--- config.mk ---
export PLATFORM = sky130hd
export DESIGN_NAME = tcomp_trim_ctrl
export DESIGN_NICKNAME = d
export VERILOG_FILES = /design/src/rtl/tcomp_pkg.sv /design/src/rtl/tcomp_calc_if.sv /design/src/rtl/tcomp_calc.sv /design/src/rtl/tcomp_trim_ctrl.sv
export SDC_FILE = /design/constraint.sdc
export NUM_CORES = 1
export LEC_CHECK = 0
export ABC_AREA = 1
export CAP_MARGIN = 15
export CELL_PAD_IN_SITES_DETAIL_PLACEMENT = 0
export CELL_PAD_IN_SITES_GLOBAL_PLACEMENT = 2
export CORE_ASPECT_RATIO = 0.75
export CORE_MARGIN = 10
export CORE_UTILIZATION = 30
export DETAILED_ROUTE_END_ITERATION = 8
export DONT_BUFFER_PORTS = 1
export PLACE_DENSITY = 0.64
export SETUP_SLACK_MARGIN = 0.15
export SYNTH_ARGS = -nofsm -noshare
export SYNTH_HDL_FRONTEND = slang
export SYNTH_HIERARCHICAL = 1
export SYNTH_SLANG_ARGS = --single-unit
export TNS_END_PERCENT = 5
--- constraint.sdc ---
create_clock -name ref_clk -period 23.9 [get_ports ref_clk]
set_input_delay 4.78 -clock ref_clk [delete_from_list [all_inputs] [get_ports ref_clk]]
set_output_delay 4.78 -clock ref_clk [all_outputs]
set_load 0.02 [all_outputs]
--- src/rtl/tcomp_pkg.sv ---
// constants, types and helper functions for the trim compensation control
// assumes a byte-wide register port and one second tick from the clock core
package tcomp_pkg;

  // ==========================================================================
  // register map
  localparam logic [7:0] ADDR_CURVE = 8'h0c;
  localparam logic [7:0] ADDR_GAIN = 8'h0d;
  localparam logic [7:0] ADDR_FCAP = 8'h0e;
  localparam logic [7:0] ADDR_FPULSE = 8'h0f;

  // ==========================================================================
  // field layout and reset values
  localparam int BIT_SENSE_EN = 7;
  localparam int BIT_BATT_EN = 6;
  localparam int BIT_BATT_RATE = 5;
  localparam int GAIN_W = 4;
  localparam int CURVE_W = 7;
  localparam int CAP_W = 6;
  localparam int PULSE_W = 3;
  localparam int TEMP_W = 10;
  localparam logic [7:0] CTRL_WMASK = 8'hef; // bit 4 always zero
  localparam logic [6:0] CURVE_RESET = 7'h00;
  localparam logic [7:0] CTRL_RESET = 8'h08; // enables off, unity gain

  // ==========================================================================
  // arithmetic constants
  localparam int CURVE_SCALE = 1024; // curvature stored as |alpha| * 1024
  localparam int CURVE_SHIFT = 10;
  localparam logic [9:0] TEMP_REF_CODE = 10'h314; // 25 C in half degrees
  localparam int TEMP_SQ_SHIFT = 2; // half-degree squared to degree squared
  localparam int CORR_MAX = 255;
  localparam int CAP_CENTER = 32; // code 0 is +32 ppm
  localparam int CAP_MAX_PPM = 32;
  localparam int CAP_MIN_PPM = -31;
  localparam int PULSE_STEP = 32;
  localparam int PULSE_MAX_CODE = 5;
  localparam logic [2:0] PULSE_NEG_CODE = 3'h7;
  localparam int RECIP_SHIFT = 6; // gain reciprocal is 512 / code

  // ==========================================================================
  // timing, in seconds of the time base
  localparam int SEC_PER_MIN = 60;
  localparam int BATT_SLOW_MIN = 10;
  localparam int BATT_FAST_MIN = 1;
  localparam logic [9:0] BATT_SLOW_S = 10'(BATT_SLOW_MIN * SEC_PER_MIN);
  localparam logic [9:0] BATT_FAST_S = 10'(BATT_FAST_MIN * SEC_PER_MIN);

  typedef enum logic [1:0] {
    TC_IDLE = 2'b00,
    TC_SENSE = 2'b01,
    TC_CALC = 2'b11
  } tcomp_state_t;

  // ppm represented by a final pulse trim code
  function automatic logic signed [9:0] tcomp_pulse_ppm(input logic [2:0] c);
    case (c)
      3'h0: tcomp_pulse_ppm = 10'sh000;
      3'h1: tcomp_pulse_ppm = 10'sh020;
      3'h2: tcomp_pulse_ppm = 10'sh040;
      3'h3: tcomp_pulse_ppm = 10'sh060;
      3'h4: tcomp_pulse_ppm = 10'sh080;
      3'h5: tcomp_pulse_ppm = 10'sh0a0;
      3'h6: tcomp_pulse_ppm = 10'sh0c4;
      default: tcomp_pulse_ppm = -10'sh020;
    endcase
  endfunction

  // initial two-bit pulse trim as a final three-bit code
  function automatic logic [2:0] tcomp_init_pulse(input logic [1:0] c);
    case (c)
      2'h1: tcomp_init_pulse = 3'h1;
      2'h3: tcomp_init_pulse = PULSE_NEG_CODE;
      default: tcomp_init_pulse = 3'h0;
    endcase
  endfunction

  // 512 / gain code; codes outside the legal span are clamped
  function automatic logic [7:0] tcomp_gain_recip(input logic [3:0] g);
    case (g)
      4'h5: tcomp_gain_recip = 8'h66;
      4'h6: tcomp_gain_recip = 8'h55;
      4'h7: tcomp_gain_recip = 8'h49;
      4'h8: tcomp_gain_recip = 8'h40;
      4'h9: tcomp_gain_recip = 8'h39;
      4'ha: tcomp_gain_recip = 8'h33;
      4'hb: tcomp_gain_recip = 8'h2f;
      4'hc, 4'hd, 4'he, 4'hf: tcomp_gain_recip = 8'h2b;
      default: tcomp_gain_recip = 8'h80;
    endcase
  endfunction

endpackage

--- src/rtl/tcomp_calc_if.sv ---
// carrier between the control and the trim arithmetic
// assumes both ends share ref_clk
`timescale 1ns/1ps
interface tcomp_calc_if;
  logic start;
  logic [9:0] temp;
  logic [6:0] curve;
  logic [3:0] gain;
  logic [5:0] icap;
  logic [1:0] ipulse;
  logic done;
  logic [5:0] res_cap;
  logic [2:0] res_pulse;

  modport ctrl (
    output start, temp, curve, gain, icap, ipulse,
    input done, res_cap, res_pulse
  );
  modport calc (
    input start, temp, curve, gain, icap, ipulse,
    output done, res_cap, res_pulse
  );
endinterface

--- src/rtl/tcomp_calc.sv ---
// trim arithmetic: temperature code and settings in, final trims out
// assumes inputs are stable in the cycle that start is high
`timescale 1ns/1ps
module tcomp_calc
  import tcomp_pkg::*;
(
  input wire logic ref_clk, // core clock
  input wire logic rst, // async reset, high
  tcomp_calc_if.calc cif // request and result
);

  logic signed [11:0] dt;
  logic [10:0] dmag;
  logic [21:0] dsq;
  logic [28:0] prod;
  logic [16:0] corr_raw;
  logic signed [11:0] corr;
  logic signed [11:0] cap_ppm;
  logic signed [11:0] total;
  logic signed [11:0] quot;
  logic signed [11:0] rem;
  logic signed [20:0] scaled;
  logic signed [11:0] steps;
  logic [2:0] next_pulse;
  logic [5:0] next_cap;
  logic [5:0] res_cap;
  logic [2:0] res_pulse;
  logic done;

  // ==========================================================================
  // correction: positive ppm = |alpha| * dT^2, the crystal runs slow
  always_comb begin
    dt = $signed({2'b00, cif.temp}) - $signed({2'b00, TEMP_REF_CODE});
    dmag = dt[11] ? 11'(-dt) : dt[10:0];
    dsq = 22'(dmag * dmag);
    prod = 29'(cif.curve * dsq);
    corr_raw = prod[28:CURVE_SHIFT + TEMP_SQ_SHIFT];
    corr = (corr_raw > 17'(CORR_MAX)) ? 12'sd255
                                      : $signed({3'b000, corr_raw[8:0]});
    cap_ppm = 12'(CAP_CENTER) - $signed({6'h00, cif.icap});
    total = cap_ppm + 12'(tcomp_pulse_ppm(tcomp_init_pulse(cif.ipulse)))
            + corr;
    // quotient defaults so the negative branch leaves no latch behind
    quot = 12'sd0;
    // digital part takes whole 32 ppm steps, analog keeps the remainder
    if (total < 12'(CAP_MIN_PPM)) begin
      next_pulse = PULSE_NEG_CODE;
      rem = total + 12'(PULSE_STEP);
    end else begin
      quot = (total + 12'sd31) >>> 5;
      if (quot > 12'(PULSE_MAX_CODE)) begin
        quot = 12'(PULSE_MAX_CODE);
      end
      next_pulse = quot[2:0];
      rem = total - 12'(quot * PULSE_STEP);
    end
    // gain rescales the analog step back to one ppm
    scaled = 21'(rem * $signed({1'b0, tcomp_gain_recip(cif.gain)}));
    steps = 12'(scaled >>> RECIP_SHIFT);
    if (steps > 12'(CAP_MAX_PPM)) begin
      steps = 12'(CAP_MAX_PPM);
    end else if (steps < 12'(CAP_MIN_PPM)) begin
      steps = 12'(CAP_MIN_PPM);
    end
    next_cap = 6'(12'(CAP_CENTER) - steps);
  end

  // results land together one cycle after start
  always_ff @(posedge ref_clk or posedge rst) begin
    if (rst) begin
      res_cap <= 6'h20;
      res_pulse <= 3'h0;
      done <= 1'b0;
    end else begin
      done <= cif.start;
      if (cif.start) begin
        res_cap <= next_cap;
        res_pulse <= next_pulse;
      end
    end
  end

  assign cif.done = done;
  assign cif.res_cap = res_cap;
  assign cif.res_pulse = res_pulse;
endmodule

--- src/rtl/tcomp_trim_ctrl.sv ---
// control and status for oscillator temperature compensation
// assumes a byte register port from the serial engine, a one-second tick,
// and a temperature converter answering sense_req with sense_done
//
// Operation
// - curvature register holds |alpha| times 1024 in seven bits, top bit zero
// - bit 7 of gain register enables sensing; cleared after reset
// - with sensing off, final trims equal the initial trims
// - bit 6 enables sensing on battery; defaults off
// - battery sensing is suppressed while battery is below 2.6 V
// - bit 5 picks battery period: 10 minutes or 1 minute
// - gain bits 3:0 scale analog step 0.5 to 1.5; bit 4 zero
// - final analog trim at 0x0e, read-only, bits 7:6 zero
// - final digital trim at 0x0f bits 2:0, read-only
// - digital codes map to 0,32..160,196,-32 ppm
// - curvature field is seven bits, used as a negative coefficient magnitude
// - digital trim skips or inserts pulses; analog trim sets load capacitance
// - initial analog trim spans +32 to -31 ppm, one ppm per code
`timescale 1ns/1ps
module tcomp_trim_ctrl
  import tcomp_pkg::*;
#(
  parameter int MAIN_PERIOD_S = 60 // main-supply period in seconds
) (
  input wire logic ref_clk, // 250 MHz core clock
  input wire logic rst, // async reset, high
  input wire logic [7:0] reg_addr, // register address
  input wire logic reg_wr, // write strobe, one cycle
  input wire logic reg_rd, // read strobe, one cycle
  input wire logic [7:0] reg_wdata, // write data
  output logic [7:0] reg_rdata, // read data, next cycle
  input wire logic [5:0] initial_cap_trim, // initial analog trim code
  input wire logic [1:0] initial_pulse_trim, // initial digital trim code
  input wire logic on_battery, // running from backup battery
  input wire logic battery_low, // battery below 2.6 V
  input wire logic sec_tick, // one-cycle pulse each second
  output logic sense_req, // convert temperature, level
  input wire logic sense_done, // conversion ready, one cycle
  input wire logic [9:0] temp_code, // converted temperature
  output logic [5:0] cap_trim, // to load capacitor bank
  output logic [2:0] pulse_trim // to pulse skip/insert logic
);

  tcomp_calc_if cif ();

  logic [6:0] curve;
  logic [7:0] ctrl;
  logic [6:0] work_curve;
  logic [3:0] work_gain;
  logic [5:0] work_icap;
  logic [1:0] work_ipulse;
  logic [5:0] fcap;
  logic [2:0] fpulse;
  logic [9:0] sec_cnt;
  logic pend;
  tcomp_state_t state;
  logic [7:0] next_rdata;
  logic [6:0] next_curve;
  logic [7:0] next_ctrl;
  logic [6:0] next_work_curve;
  logic [3:0] next_work_gain;
  logic [5:0] next_work_icap;
  logic [1:0] next_work_ipulse;
  logic [5:0] next_fcap;
  logic [2:0] next_fpulse;
  logic [9:0] next_sec_cnt;
  logic next_pend;
  tcomp_state_t next_state;
  logic wr_curve;
  logic wr_ctrl;
  logic adopt;
  logic sense_en;
  logic batt_run;
  logic main_run;
  logic run;
  logic [9:0] period_s;
  logic tick_hit;
  logic start;

  // ==========================================================================
  // decode
  assign wr_curve = reg_wr && (reg_addr == ADDR_CURVE);
  assign wr_ctrl = reg_wr && (reg_addr == ADDR_GAIN);
  // a write with the enable set is the moment new settings take effect
  assign adopt = wr_ctrl && reg_wdata[BIT_SENSE_EN];
  assign sense_en = ctrl[BIT_SENSE_EN];
  // battery sensing needs its own enable and a healthy battery
  assign batt_run = sense_en && on_battery && ctrl[BIT_BATT_EN]
                    && !battery_low;
  assign main_run = sense_en && !on_battery;
  assign run = batt_run || main_run;

  // period select; a count already past a shorter period fires on the next tick
  always_comb begin
    if (!on_battery) begin
      period_s = 10'(MAIN_PERIOD_S);
    end else if (ctrl[BIT_BATT_RATE]) begin
      period_s = BATT_FAST_S;
    end else begin
      period_s = BATT_SLOW_S;
    end
  end
  assign tick_hit = run && sec_tick && (sec_cnt >= period_s - 10'h001);
  assign start = (state == TC_IDLE) && run && (pend || tick_hit);

  // ==========================================================================
  // register file and working copies
  always_comb begin
    next_curve = curve;
    next_ctrl = ctrl;
    next_work_curve = work_curve;
    next_work_gain = work_gain;
    next_work_icap = work_icap;
    next_work_ipulse = work_ipulse;
    if (wr_curve) begin
      next_curve = reg_wdata[CURVE_W-1:0];
    end
    if (wr_ctrl) begin
      next_ctrl = reg_wdata & CTRL_WMASK;
    end
    // the arithmetic only ever sees settings latched here
    if (adopt) begin
      next_work_curve = wr_curve ? reg_wdata[CURVE_W-1:0] : curve;
      next_work_gain = reg_wdata[GAIN_W-1:0];
      next_work_icap = initial_cap_trim;
      next_work_ipulse = initial_pulse_trim;
    end
  end

  always_ff @(posedge ref_clk or posedge rst) begin
    if (rst) begin
      curve <= CURVE_RESET;
      ctrl <= CTRL_RESET;
      work_curve <= CURVE_RESET;
      work_gain <= CTRL_RESET[GAIN_W-1:0];
      work_icap <= 6'h00;
      work_ipulse <= 2'h0;
    end else begin
      curve <= next_curve;
      ctrl <= next_ctrl;
      work_curve <= next_work_curve;
      work_gain <= next_work_gain;
      work_icap <= next_work_icap;
      work_ipulse <= next_work_ipulse;
    end
  end

  // ==========================================================================
  // read path; the final trim registers have no write path at all
  always_comb begin
    next_rdata = reg_rdata;
    if (reg_rd) begin
      case (reg_addr)
        ADDR_CURVE: next_rdata = {1'b0, curve};
        ADDR_GAIN: next_rdata = ctrl;
        ADDR_FCAP: next_rdata = {2'b00, fcap};
        ADDR_FPULSE: next_rdata = {5'h00, fpulse};
        default: next_rdata = 8'h00;
      endcase
    end
  end

  always_ff @(posedge ref_clk or posedge rst) begin
    if (rst) begin
      reg_rdata <= 8'h00;
    end else begin
      reg_rdata <= next_rdata;
    end
  end

  // ==========================================================================
  // cycle scheduler: second counter, pending kick, sensing sequence
  always_comb begin
    next_sec_cnt = sec_cnt;
    next_pend = pend;
    next_state = state;
    if (!run) begin
      next_sec_cnt = 10'h000;
    end else if (tick_hit) begin
      next_sec_cnt = 10'h000;
    end else if (sec_tick) begin
      next_sec_cnt = sec_cnt + 10'h001;
    end
    // adoption sets pend; the cycle starts once idle and run is set, so new settings show without waiting
    if (adopt) begin
      next_pend = 1'b1;
    end else if (start || !sense_en) begin
      next_pend = 1'b0;
    end
    unique case (state)
      TC_IDLE: begin
        if (start) begin
          next_state = TC_SENSE;
        end
      end
      TC_SENSE: begin
        if (!sense_en) begin
          next_state = TC_IDLE;
        end else if (sense_done) begin
          next_state = TC_CALC;
        end
      end
      TC_CALC: begin
        if (!sense_en || cif.done) begin
          next_state = TC_IDLE;
        end
      end
      default: begin
        next_state = TC_IDLE;
      end
    endcase
  end

  always_ff @(posedge ref_clk or posedge rst) begin
    if (rst) begin
      sec_cnt <= 10'h000;
      pend <= 1'b0;
      state <= TC_IDLE;
    end else begin
      sec_cnt <= next_sec_cnt;
      pend <= next_pend;
      state <= next_state;
    end
  end

  assign sense_req = (state == TC_SENSE);
  assign cif.start = (state == TC_SENSE) && sense_en && sense_done;
  assign cif.temp = temp_code;
  assign cif.curve = work_curve;
  assign cif.gain = work_gain;
  assign cif.icap = work_icap;
  assign cif.ipulse = work_ipulse;

  tcomp_calc u_calc (
    .ref_clk(ref_clk),
    .rst(rst),
    .cif(cif.calc)
  );

  // ==========================================================================
  // final trims: follow the initial trims while off, else the last result
  always_comb begin
    next_fcap = fcap;
    next_fpulse = fpulse;
    if (!sense_en) begin
      next_fcap = initial_cap_trim;
      next_fpulse = tcomp_init_pulse(initial_pulse_trim);
    end else if ((state == TC_CALC) && cif.done) begin
      next_fcap = cif.res_cap;
      next_fpulse = cif.res_pulse;
    end
  end

  always_ff @(posedge ref_clk or posedge rst) begin
    if (rst) begin
      fcap <= 6'h00;
      fpulse <= 3'h0;
    end else begin
      fcap <= next_fcap;
      fpulse <= next_fpulse;
    end
  end

  // capacitance code and pulse code go to separate trim mechanisms
  assign cap_trim = fcap;
  assign pulse_trim = fpulse;
endmodule

==> results of run 1 <==
## registers in the layout (all words and copies together) (netlist names), 2 cells and up
register,count
ctrl,7
cif.curve,7
cif.ipulse,2
sec_cnt,10
u_calc/cif.res_pulse,3
reg_rdata,8
cif.icap,6
curve,7
cif.gain,4
cap_trim,6
pulse_trim,3
state,2
u_calc/cif.res_cap,6
## worst max-delay path, delay by kind of cell
kind | cells | cell delay, ns
and+or+nand+nor | 49 | 4.98
adders and majority gates | 23 | 9.11
buffers and inverters | 27 | 2.04
xor gates and xnor gates | 5 | 0.73
AOI/OAI and AO/OA | 11 | 1.60
## repair_timing
| action | CTS | global route |
|---|---|---|
| hold buffers | 0 | 0 |
| endpoints found under the setup margin | 6 | 6 |
| buffers inserted | 15 | 23 |
| pin swaps | 52 | 146 |
| gates resized for setup | 68 | 214 |
## metal layers
metal  vias up  track usage, %  share of wire (%)
li1       6993               -                  -
met1      6748           23.13                 56
met2       164           20.83                 40
met3        14           1.986                3.4
met4         0           1.244               0.57
met5         -               0                  0
## worst max path at each step
stage / from / to / slack, ns
finish: temp_code[3] / u_calc/cif.res_cap[4]$_DFFE_PP0P_ / 0.91
global route: temp_code[3] / u_calc/cif.res_cap[4]$_DFFE_PP0P_ / -0.08
CTS: temp_code[2] / u_calc/cif.res_cap[4]$_DFFE_PP0P_ / 0.15
detailed placement: temp_code[2] / u_calc/cif.res_cap[4]$_DFFE_PP0P_ / -0.84
global placement: temp_code[2] / u_calc/cif.res_cap[4]$_DFFE_PP0P_ / -0.42
floorplan: temp_code[2] / u_calc/cif.res_cap[4]$_DFFE_PP0P_ / 0.19
## cell families (layout without fill, tap and decap cells)
kind of cell,count (synthesis),in the layout
AND/OR/NAND/NOR,899,899
buffers and inverters,519,789
adder cells (fa/ha/maj),393,393
AO/OA/AOI/OAI,176,176
flip-flops,73,73
XOR/XNOR,70,70
other,2,18
## cell usage in the layout, fill, tap and decap left out, types with 18 or more instances in the layout
| cell type | n |
|---|---|
| nor2_2 | 22 |
| inv_1 | 441 |
| dfrtp_1 | 70 |
| conb_1 | 18 |
| a21oi_1 | 47 |
| nand3_1 | 84 |
| nor2_1 | 195 |
| nand2_1 | 431 |
| o21ai_0 | 30 |
| a21oi_2 | 20 |
| buf_4 | 270 |
| ha_4 | 25 |
| xor2_1 | 37 |
| fa_1 | 225 |
| nand2_2 | 53 |
| nand2_4 | 18 |
| inv_2 | 42 |
| ha_1 | 135 |
| xnor2_1 | 18 |
## power groups by stage
stage          clock network, mW  logic [mW]  registers (mW)
6_report                   0.139        2.37           0.175
5_1_grt                    0.149        2.66           0.177
4_1_cts                    0.143        2.13           0.176
3_5_place_dp                   0        2.03           0.178
3_3_place_gp                   0        2.03           0.177
2_1_floorplan                  0        1.11           0.168
## cell type report
class	instances	area, um^2	share of cell area, %
well taps	712	890.9	4.374
repair buffers	277	2106	10.34
flip-flops and latches	73	1831	8.988
clock buffers	9	225.2	1.106
multi-input cells	1556	13360	65.61
clock inverters	7	80.08	0.3932
inverters	496	1872	9.190
## per-stage QoR
stage,instances,power [mW],worst slack (ns),util [%]
detailed placement,3076,2.209,-0.8407,35.22
global route,3130,2.986,-0.07861,38.58
global placement,3076,2.212,-0.4171,35.22
finish,3130,2.687,0.9058,38.58
floorplan,2148,1.282,0.1942,-
CTS,3107,2.446,0.1533,36.56
==> metrics.yaml, run 1 <==
status: "finished, final reports clean"
synth-seq-cells: 73
finalCriticalPeriod_ns: 22.99
postLayoutCellArea_um2: 20370
p_sw_mw: 1.400
yosys.area.top_type: "fa_1"
tritoncts: "yes"
worstSetupEndpointType: "flip-flop"
layout-drive-gt1-share_pct: 24.19
hp-class: "flip-flop to flip-flop"
rrSetupSlack_ns: 9.64
synth_top_family_by_area: "adder cells"
tightest_slew_ns: 1.009
final_nets: 2848
synth-xor-area-share_pct: 3.891
io-pin-count: 60
ant_nets: 0
avgSynthCellArea_um2: 7.482
placementRows: 73
clock-sinks: 73
hp-start: "u_calc/cif.res_cap[5]$_DFFE_PP1P_"
synth_commonest_cells: "nand2_1 (481), inv_1 (476), fa_1 (229), nor2_1 (219), ha_1 (164)"
maxCapViolations: 0
synthSimpleGateAreaFrac_pct: 24.14
dp_hpwl_mm: 38.09
yosys_warnings: 6
n_antenna_cell: 0
relSlewSlack_pct: 32.03
synth.distinct_cells: 54
synth_top_flop_cell: "dfrtp_1"
clock.fmax_mhz: 43.49
fillerInstances: 5630
reg2reg_to: "u_calc/cif.res_cap[4]$_DFFE_PP0P_"
ys_seq_area_share_pct: 11.48
combPwrFrac_pct: 88.3
finalCritPeriodShare_pct: 96.21
crit_required_ns: 24.13
clkPwrFrac_pct: 5.2
synthesis.area_um2: 15950
wl_per_cell_um: 14.29
synth_fa_ha_area_share_pct: 41.60
cp-start-kind: "primary input"
slowest_delay_ns: 0.60
dr_total_vias: 13920
finalSetupViolations: 0
die_area_um2: 62890
drtIter0Drc: 640
die_w_um: 286.3
min_to: "u_calc/cif.res_cap[5]$_DFFE_PP1P_"
r2r_start: "cif.curve[3]$_DFFE_PP0P_"
p_int_mw: 1.287
gr-usage-all-layers_pct: 14.51
grt_pass1_wl_mm: 75.02
clock_latency_ns: 0.34
finalHoldViolCount: 0
die_y_um: 219.7
hold-path-cell-count: 2
routed_wl_mm: 44.72
synth.area.top_cells: "fa_1 (29%), ha_1 (13%), nand2_1 (11%)"
initial_utilization_pct: 30.22
yosysMostFrequentCell: "nand2_1"
cts-buffers-inserted: 9
crit_arrival_ns: 23.23
powerDensity_nw_per_um2: 132.0
synth_compound_area_share_pct: 6.448
p_leak_nw: 10.90
whs_ns: 0.4780
place.gp.congestion: 0.8516
critical_path.most_common_cell: "inv_2"
synth_top_area_share_pct: 28.74
clkTransAtPathRegs_ns: 0.06
ir_worst_vdd_mv: 0.1955
synthMuxAreaShare_pct: 0
grt_max_degree: 64
reg2regPathDepth: 83
portBuffers: 0
synthCells: 2132
drtPass1Iterations: 5
skew_ns: 0.006175
root_buffer: "clkbuf_16"
finalMaxSlewViolations: 0
drc: 0
area_growth_pct: 27.68
synthArstFlopShare_pct: 100.0
seqPwrFrac_pct: 6.5
placed_area_um2: 18590
gr-total-overflow: 0
viasPerCell: 4.447
setup_tns_ns: 0
p_sw_share_pct: 52.11
worstPathMaxFanout: 4
path_class: "primary input to flip-flop"
clock_path_buffers: 2
h-tree-depth: 3
critical-path-slowest-cell: "fa_1"
antenna_found_initial: 0
core_area_um2: 52790
synth_edf_count: 0
grt_pass1_vias: 14230
(Power assumes the default switching activity.)
==> run 2, diff against run 1 <==
- RECOVER_POWER: unset -> 100
==> metrics.yaml, run 2 (synthesis gave the netlist of run 1 again) <==
worstSetupEndpointType: "flip-flop"
rrSetupSlack_ns: 9.65
relSlewSlack_pct: -142.4
critical-path-slowest-cell: "fa_1"
gr-total-overflow: 0
routed_wl_mm: 44.78
ir_worst_vdd_mv: 0.1954
finalSetupViolations: 0
drtPass1Iterations: 5
die_w_um: 286.3
fillerInstances: 5646
r2r_start: "cif.curve[2]$_DFFE_PP0P_"
placed_area_um2: 18590
status: "finished with violations"
grt_pass1_vias: 14230
critical_path.most_common_cell: "inv_2"
reg2reg_to: "u_calc/cif.res_cap[4]$_DFFE_PP0P_"
worstPathMaxFanout: 4
hold-path-cell-count: 2
grt_max_degree: 64
finalCriticalPeriod_ns: 22.99
min_to: "u_calc/cif.res_cap[5]$_DFFE_PP1P_"
root_buffer: "clkbuf_16"
powerDensity_nw_per_um2: 132.1
initial_utilization_pct: 30.22
finalCritPeriodShare_pct: 96.20
n_antenna_cell: 0
placementRows: 73
finalMaxSlewViolations: 64
largest_reg_flops: 10
core_area_um2: 52790
tightest_slew_ns: 3.635
clock_path_buffers: 2
ant_nets: 0
drtIter0Drc: 648
grt_pass1_wl_mm: 75.02
cp-start-kind: "primary input"
dr_total_vias: 13920
wl_per_cell_um: 14.31
layout-drive-gt1-share_pct: 23.74
slowest_delay_ns: 0.60
finalHoldViolCount: 0
die_y_um: 219.7
hp-start: "u_calc/cif.res_cap[5]$_DFFE_PP1P_"
cts-buffers-inserted: 9
skew_ns: 0.006136
clock-sinks: 73
final_nets: 2848
postLayoutCellArea_um2: 20300
clkTransAtPathRegs_ns: 0.07
p_leak_nw: 10.85
antenna_found_initial: 0
place.gp.congestion: 0.8516
clock_latency_ns: 0.34
crit_required_ns: 24.13
maxCapViolations: 1
die_area_um2: 62890
layout_commonest_cell: "inv_1"
path_class: "primary input to flip-flop"
h-tree-depth: 3
crit_arrival_ns: 23.22
viasPerCell: 4.448
clock.fmax_mhz: 43.49
reg2regPathDepth: 83
final_cell_mix: "inv_1 (442), nand2_1 (434), buf_4 (269), fa_1 (225), nor2_1 (197)"
portBuffers: 0
drc: 0
tritoncts: "yes"
setup_tns_ns: 0
gr-usage-all-layers_pct: 14.51
regMostFlops: "sec_cnt"
hp-class: "flip-flop to flip-flop"
violations: "capacitance limit, slew limit"
area_growth_pct: 27.26
io-pin-count: 60
reg.largest.list: "sec_cnt x10, reg_rdata x8"
dp_hpwl_mm: 38.09
[run 2: cell count changes in the layout (fill, tap and decap cells not counted), sizes merged]
| cell | previous run | this run |
|---|---|---|
| clkinv | 14 | 13 |
| clkbuf | 9 | 10 |
| buf | 277 | 276 |
| clkinvlp | 2 | 3 |
[run 2: repair_timing]
item / 4_1_cts / 5_1_grt
endpoints found under the hold margin: 0 / 0
setup buffers: 15 / 23
pin swaps: 52 / 146
gates resized for setup: 68 / 214
hold buffers: 0 / 0
endpoints found under the setup margin: 6 / 6
[run 2: stage by stage]
stage | std cells | power, mW | util, % | setup WS [ns] | hold WS (ns)
after global placement | 3076 | 2.212 | 35.22 | -0.4171 | 0.4621
final | 3130 | 2.681 | 38.45 | 0.9084 | 0.4781
after floorplan | 2148 | 1.282 | - | 0.1942 | 0.4422
after CTS | 3107 | 2.446 | 36.56 | 0.1533 | 0.4801
after detailed placement | 3076 | 2.209 | 35.22 | -0.8407 | 0.4684
after global routing | 3130 | 2.981 | 38.45 | -0.09705 | 0.4974
[run 2: how the worst max path moves through the flow]
| stage | from | to |
|---|---|---|
| 2_1_floorplan | temp_code[2] | u_calc/cif.res_cap[4]$_DFFE_PP0P_ |
| 3_3_place_gp | temp_code[2] | u_calc/cif.res_cap[4]$_DFFE_PP0P_ |
| 3_5_place_dp | temp_code[2] | u_calc/cif.res_cap[4]$_DFFE_PP0P_ |
| 4_1_cts | temp_code[2] | u_calc/cif.res_cap[4]$_DFFE_PP0P_ |
| 5_1_grt | temp_code[3] | u_calc/cif.res_cap[4]$_DFFE_PP0P_ |
| 6_report | temp_code[3] | u_calc/cif.res_cap[4]$_DFFE_PP0P_ |
[run 2: layout make-up]
type / count / area (um^2) / area share [%]
Inverter: 496 / 1868 / 9.202
Timing Repair Buffer: 277 / 2102 / 10.35
Tap cell: 712 / 890.9 / 4.388
Clock buffer: 9 / 225.2 / 1.109
Sequential cell: 73 / 1831 / 9.017
Clock inverter: 7 / 80.08 / 0.3945
Multi-Input combinational cell: 1556 / 13300 / 65.53
[run 2: power by group]
group | switching (mW) | total, mW | internal [mW]
Sequential | 0.0306 | 0.175 | 0.144
Combinational | 1.31 | 2.37 | 1.06
Clock | 0.0577 | 0.139 | 0.0818
Total | 1.40 | 2.68 | 1.29
[run 2: metal layers]
layer / vias to the layer above / track usage (%) / wire length [um]
met3: 14 / 1.986 / 1617
met4: 0 / 1.244 / 257
met2: 173 / 20.83 / 18030
li1: 6995 / - / -
met1: 6741 / 23.13 / 24870
met5: - / 0 / 0
[run 2: critical path, delay by kind of cell]
| kind | cells | cell delay [ns] |
|---|---|---|
| and+or+nand+nor | 49 | 4.98 |
| adders and majority gates | 23 | 9.11 |
| xor gates and xnor gates | 5 | 0.73 |
| buffers and inverters | 27 | 2.04 |
| AOI/OAI and AO/OA | 11 | 1.60 |
==> run 3, diff against run 2 <==
- ABC_AREA: 1 -> unset
- PLACE_DENSITY: 0.64 -> 0.6
==> metrics.yaml, run 3 <==
clock-sinks: 73
gr-usage-all-layers_pct: 13.72
stdcell_count: 2747
drtIter0Drc: 564
die_w_um: 284.4
dp_hpwl_mm: 36.44
reg.largest.list: "sec_cnt x10, reg_rdata x8"
finalHoldViolCount: 0
portBuffers: 0
tritoncts: "yes"
reg2reg_to: "u_calc/cif.res_cap[4]$_DFFE_PP0P_"
violations: "capacitance limit, slew limit"
ir_worst_vdd_mv: 0.1953
synth_edf_count: 0
synth.distinct_cells: 104
cp_num_cells: 85
path_class: "primary input to flip-flop"
h-tree-depth: 3
drtPass1Iterations: 5
root_buffer: "clkbuf_16"
tightest_slew_ns: 3.551
grt_pass1_wl_mm: 69.77
relSlewSlack_pct: -136.7
clock.fmax_mhz: 43.17
clock_path_buffers: 2
crit_path_end: "u_calc/cif.res_cap[4]$_DFFE_PP0P_"
worstSetupEndpointType: "flip-flop"
reg2regPathDepth: 66
io-pin-count: 60
numPlacedInstances: 2696
clkTransAtPathRegs_ns: 0.06
yosys_warnings: 6
initial_utilization_pct: 30.42
die_y_um: 218.3
area_growth_pct: 26.67
wl_per_cell_um: 15.55
grt_max_degree: 64
crit_arrival_ns: 23.38
setup_tns_ns: 0
place.gp.congestion: 0.8005
layout_commonest_cell: "inv_1"
yosys.area.top_type: "fa_1"
synth_commonest_cells: "inv_1 (328), fa_1 (229), nand2_1 (178), ha_1 (164), nor2_1 (137)"
synthCells: 1771
dr_total_vias: 12470
hp-class: "flip-flop to flip-flop"
regMostFlops: "sec_cnt"
p_leak_nw: 9.955
synth.area.top_cells: "fa_1 (29%), ha_1 (13%), dfrtp_1 (11%)"
clock_latency_ns: 0.33
largest_reg_flops: 10
skew_ns: 0.005864
cpLargestDelayFamily: "adder cells"
maxCapViolations: 3
final_nets: 2474
rrSetupSlack_ns: 8.95
grt_pass1_vias: 12650
startpoint: "temp_code[2]"
avgSynthCellArea_um2: 8.882
cts-buffers-inserted: 9
critical-path-slowest-cell: "or4_4"
final_cell_mix: "inv_1 (306), buf_4 (274), fa_1 (222), nand2_1 (169), ha_1 (140)"
fillerInstances: 5336
layout-drive-gt1-share_pct: 27.01
cp_num_buf_inv: 15
slowest_delay_ns: 0.57
finalCritPeriodShare_pct: 96.92
crit_required_ns: 24.12
synth_top_flop_cell: "dfrtp_1"
status: "finished with violations"
placementRows: 72
gr-total-overflow: 0
drc: 0
viasPerCell: 4.538
ant_nets: 0
yosysMostFrequentCell: "inv_1"
routed_wl_mm: 42.72
cp-start-kind: "primary input"
finalMaxSlewViolations: 96
powerDensity_nw_per_um2: 141.3
finalCriticalPeriod_ns: 23.16
synthesis.area_um2: 15730
r2r_start: "cif.curve[3]$_DFFE_PP0P_"
hold_buffers: 0
synth-seq-cells: 73
rsz0062_at_grt: "true"
synthArstFlopShare_pct: 100.0
synth_top_area_share_pct: 29.14
worstPathMaxFanout: 6
core_area_um2: 51710
antenna_found_initial: 0
ys_seq_area_share_pct: 11.64
n_antenna_cell: 0
finalSetupViolations: 0
die_area_um2: 62090
critical_path.most_common_cell: "fa_1"
==> run 3: where the power goes <==
group	switching, mW	total [mW]	internal [mW]
registers	0.00484	0.131	0.126
logic	1.32	2.56	1.24
clock network	0.0521	0.128	0.0758
total	1.38	2.81	1.44
==> run 3: layout make-up <==
type,count,area [um^2],area share [%]
Timing Repair Buffer,280,2117,10.62
Clock buffer,12,256.5,1.287
Tap cell,703,879.6,4.414
Clock inverter,4,27.53,0.1381
Multi-Input combinational cell,1345,13560,68.04
Inverter,330,1256,6.305
Sequential cell,73,1831,9.187
==> run 3: logic make-up after synthesis <==
logic type / count (synthesis) / share of synthesized area (%)
XOR/XNOR: 82 / 4.661
AO/OA/AOI/OAI: 221 / 9.848
AND/OR/NAND/NOR: 575 / 18.27
flip-flops: 73 / 11.64
adder cells (fa/ha/maj): 393 / 42.19
other: 2 / 0.04774
buffers and inverters: 369 / 9.179
multiplexers: 56 / 4.168
==> run 3: worst min path at each step <==
stage	cells after the start	start	end
2_1_floorplan	1	u_calc/cif.done$_DFF_PP0_	state[1]$_DFFE_PP0P_
3_3_place_gp	1	u_calc/cif.done$_DFF_PP0_	state[1]$_DFFE_PP0P_
3_5_place_dp	1	u_calc/cif.done$_DFF_PP0_	state[1]$_DFFE_PP0P_
4_1_cts	1	u_calc/cif.done$_DFF_PP0_	state[1]$_DFFE_PP0P_
5_1_grt	1	u_calc/cif.done$_DFF_PP0_	state[1]$_DFFE_PP0P_
6_report	1	u_calc/cif.done$_DFF_PP0_	state[1]$_DFFE_PP0P_
==> run 3: worst reg2reg max path, delay by kind of cell (launching register included) <==
kind | cells | cell delay, ns
adder cells (fa/ha/maj) | 15 | 5.79
AO/OA/AOI/OAI | 22 | 3.40
AND/OR/NAND/NOR | 15 | 2.83
buffers and inverters | 10 | 1.11
flip-flops | 1 | 0.90
multiplexers | 3 | 0.55
XOR/XNOR | 1 | 0.27
==> run 3: through the flow <==
stage	cell area, um^2	util [%]	power [mW]	hold WS, ns	setup slack, ns
final	19930	38.53	2.815	0.4792	0.7361
after global routing	19930	38.53	3.099	0.4873	-0.05794
after CTS	19050	36.85	2.445	0.4786	0.1507
after detailed placement	18480	35.74	2.172	0.4710	-0.8436
after global placement	18480	35.74	2.189	0.4684	-0.5139
after floorplan	15970	-	1.214	0.4430	0.1766
==> run 3: what timing repair did <==
item / in CTS / in global routing
pin swaps: 28 / 126
buffers inserted: 11 / 24
cloned: 0 / 0
endpoints found under the setup margin: 6 / 6
resized for setup: 47 / 168
==> run 3: metal layers <==
| layer | vias up | global-route usage, % | part of all wire, % |
|---|---|---|---|
| met5 | - | 0 | 0 |
| met4 | 0 | 1.638 | 0.52 |
| met3 | 16 | 1.804 | 3.9 |
| met2 | 153 | 18.29 | 39 |
| met1 | 6118 | 22.87 | 56 |
| li1 | 6178 | - | - |
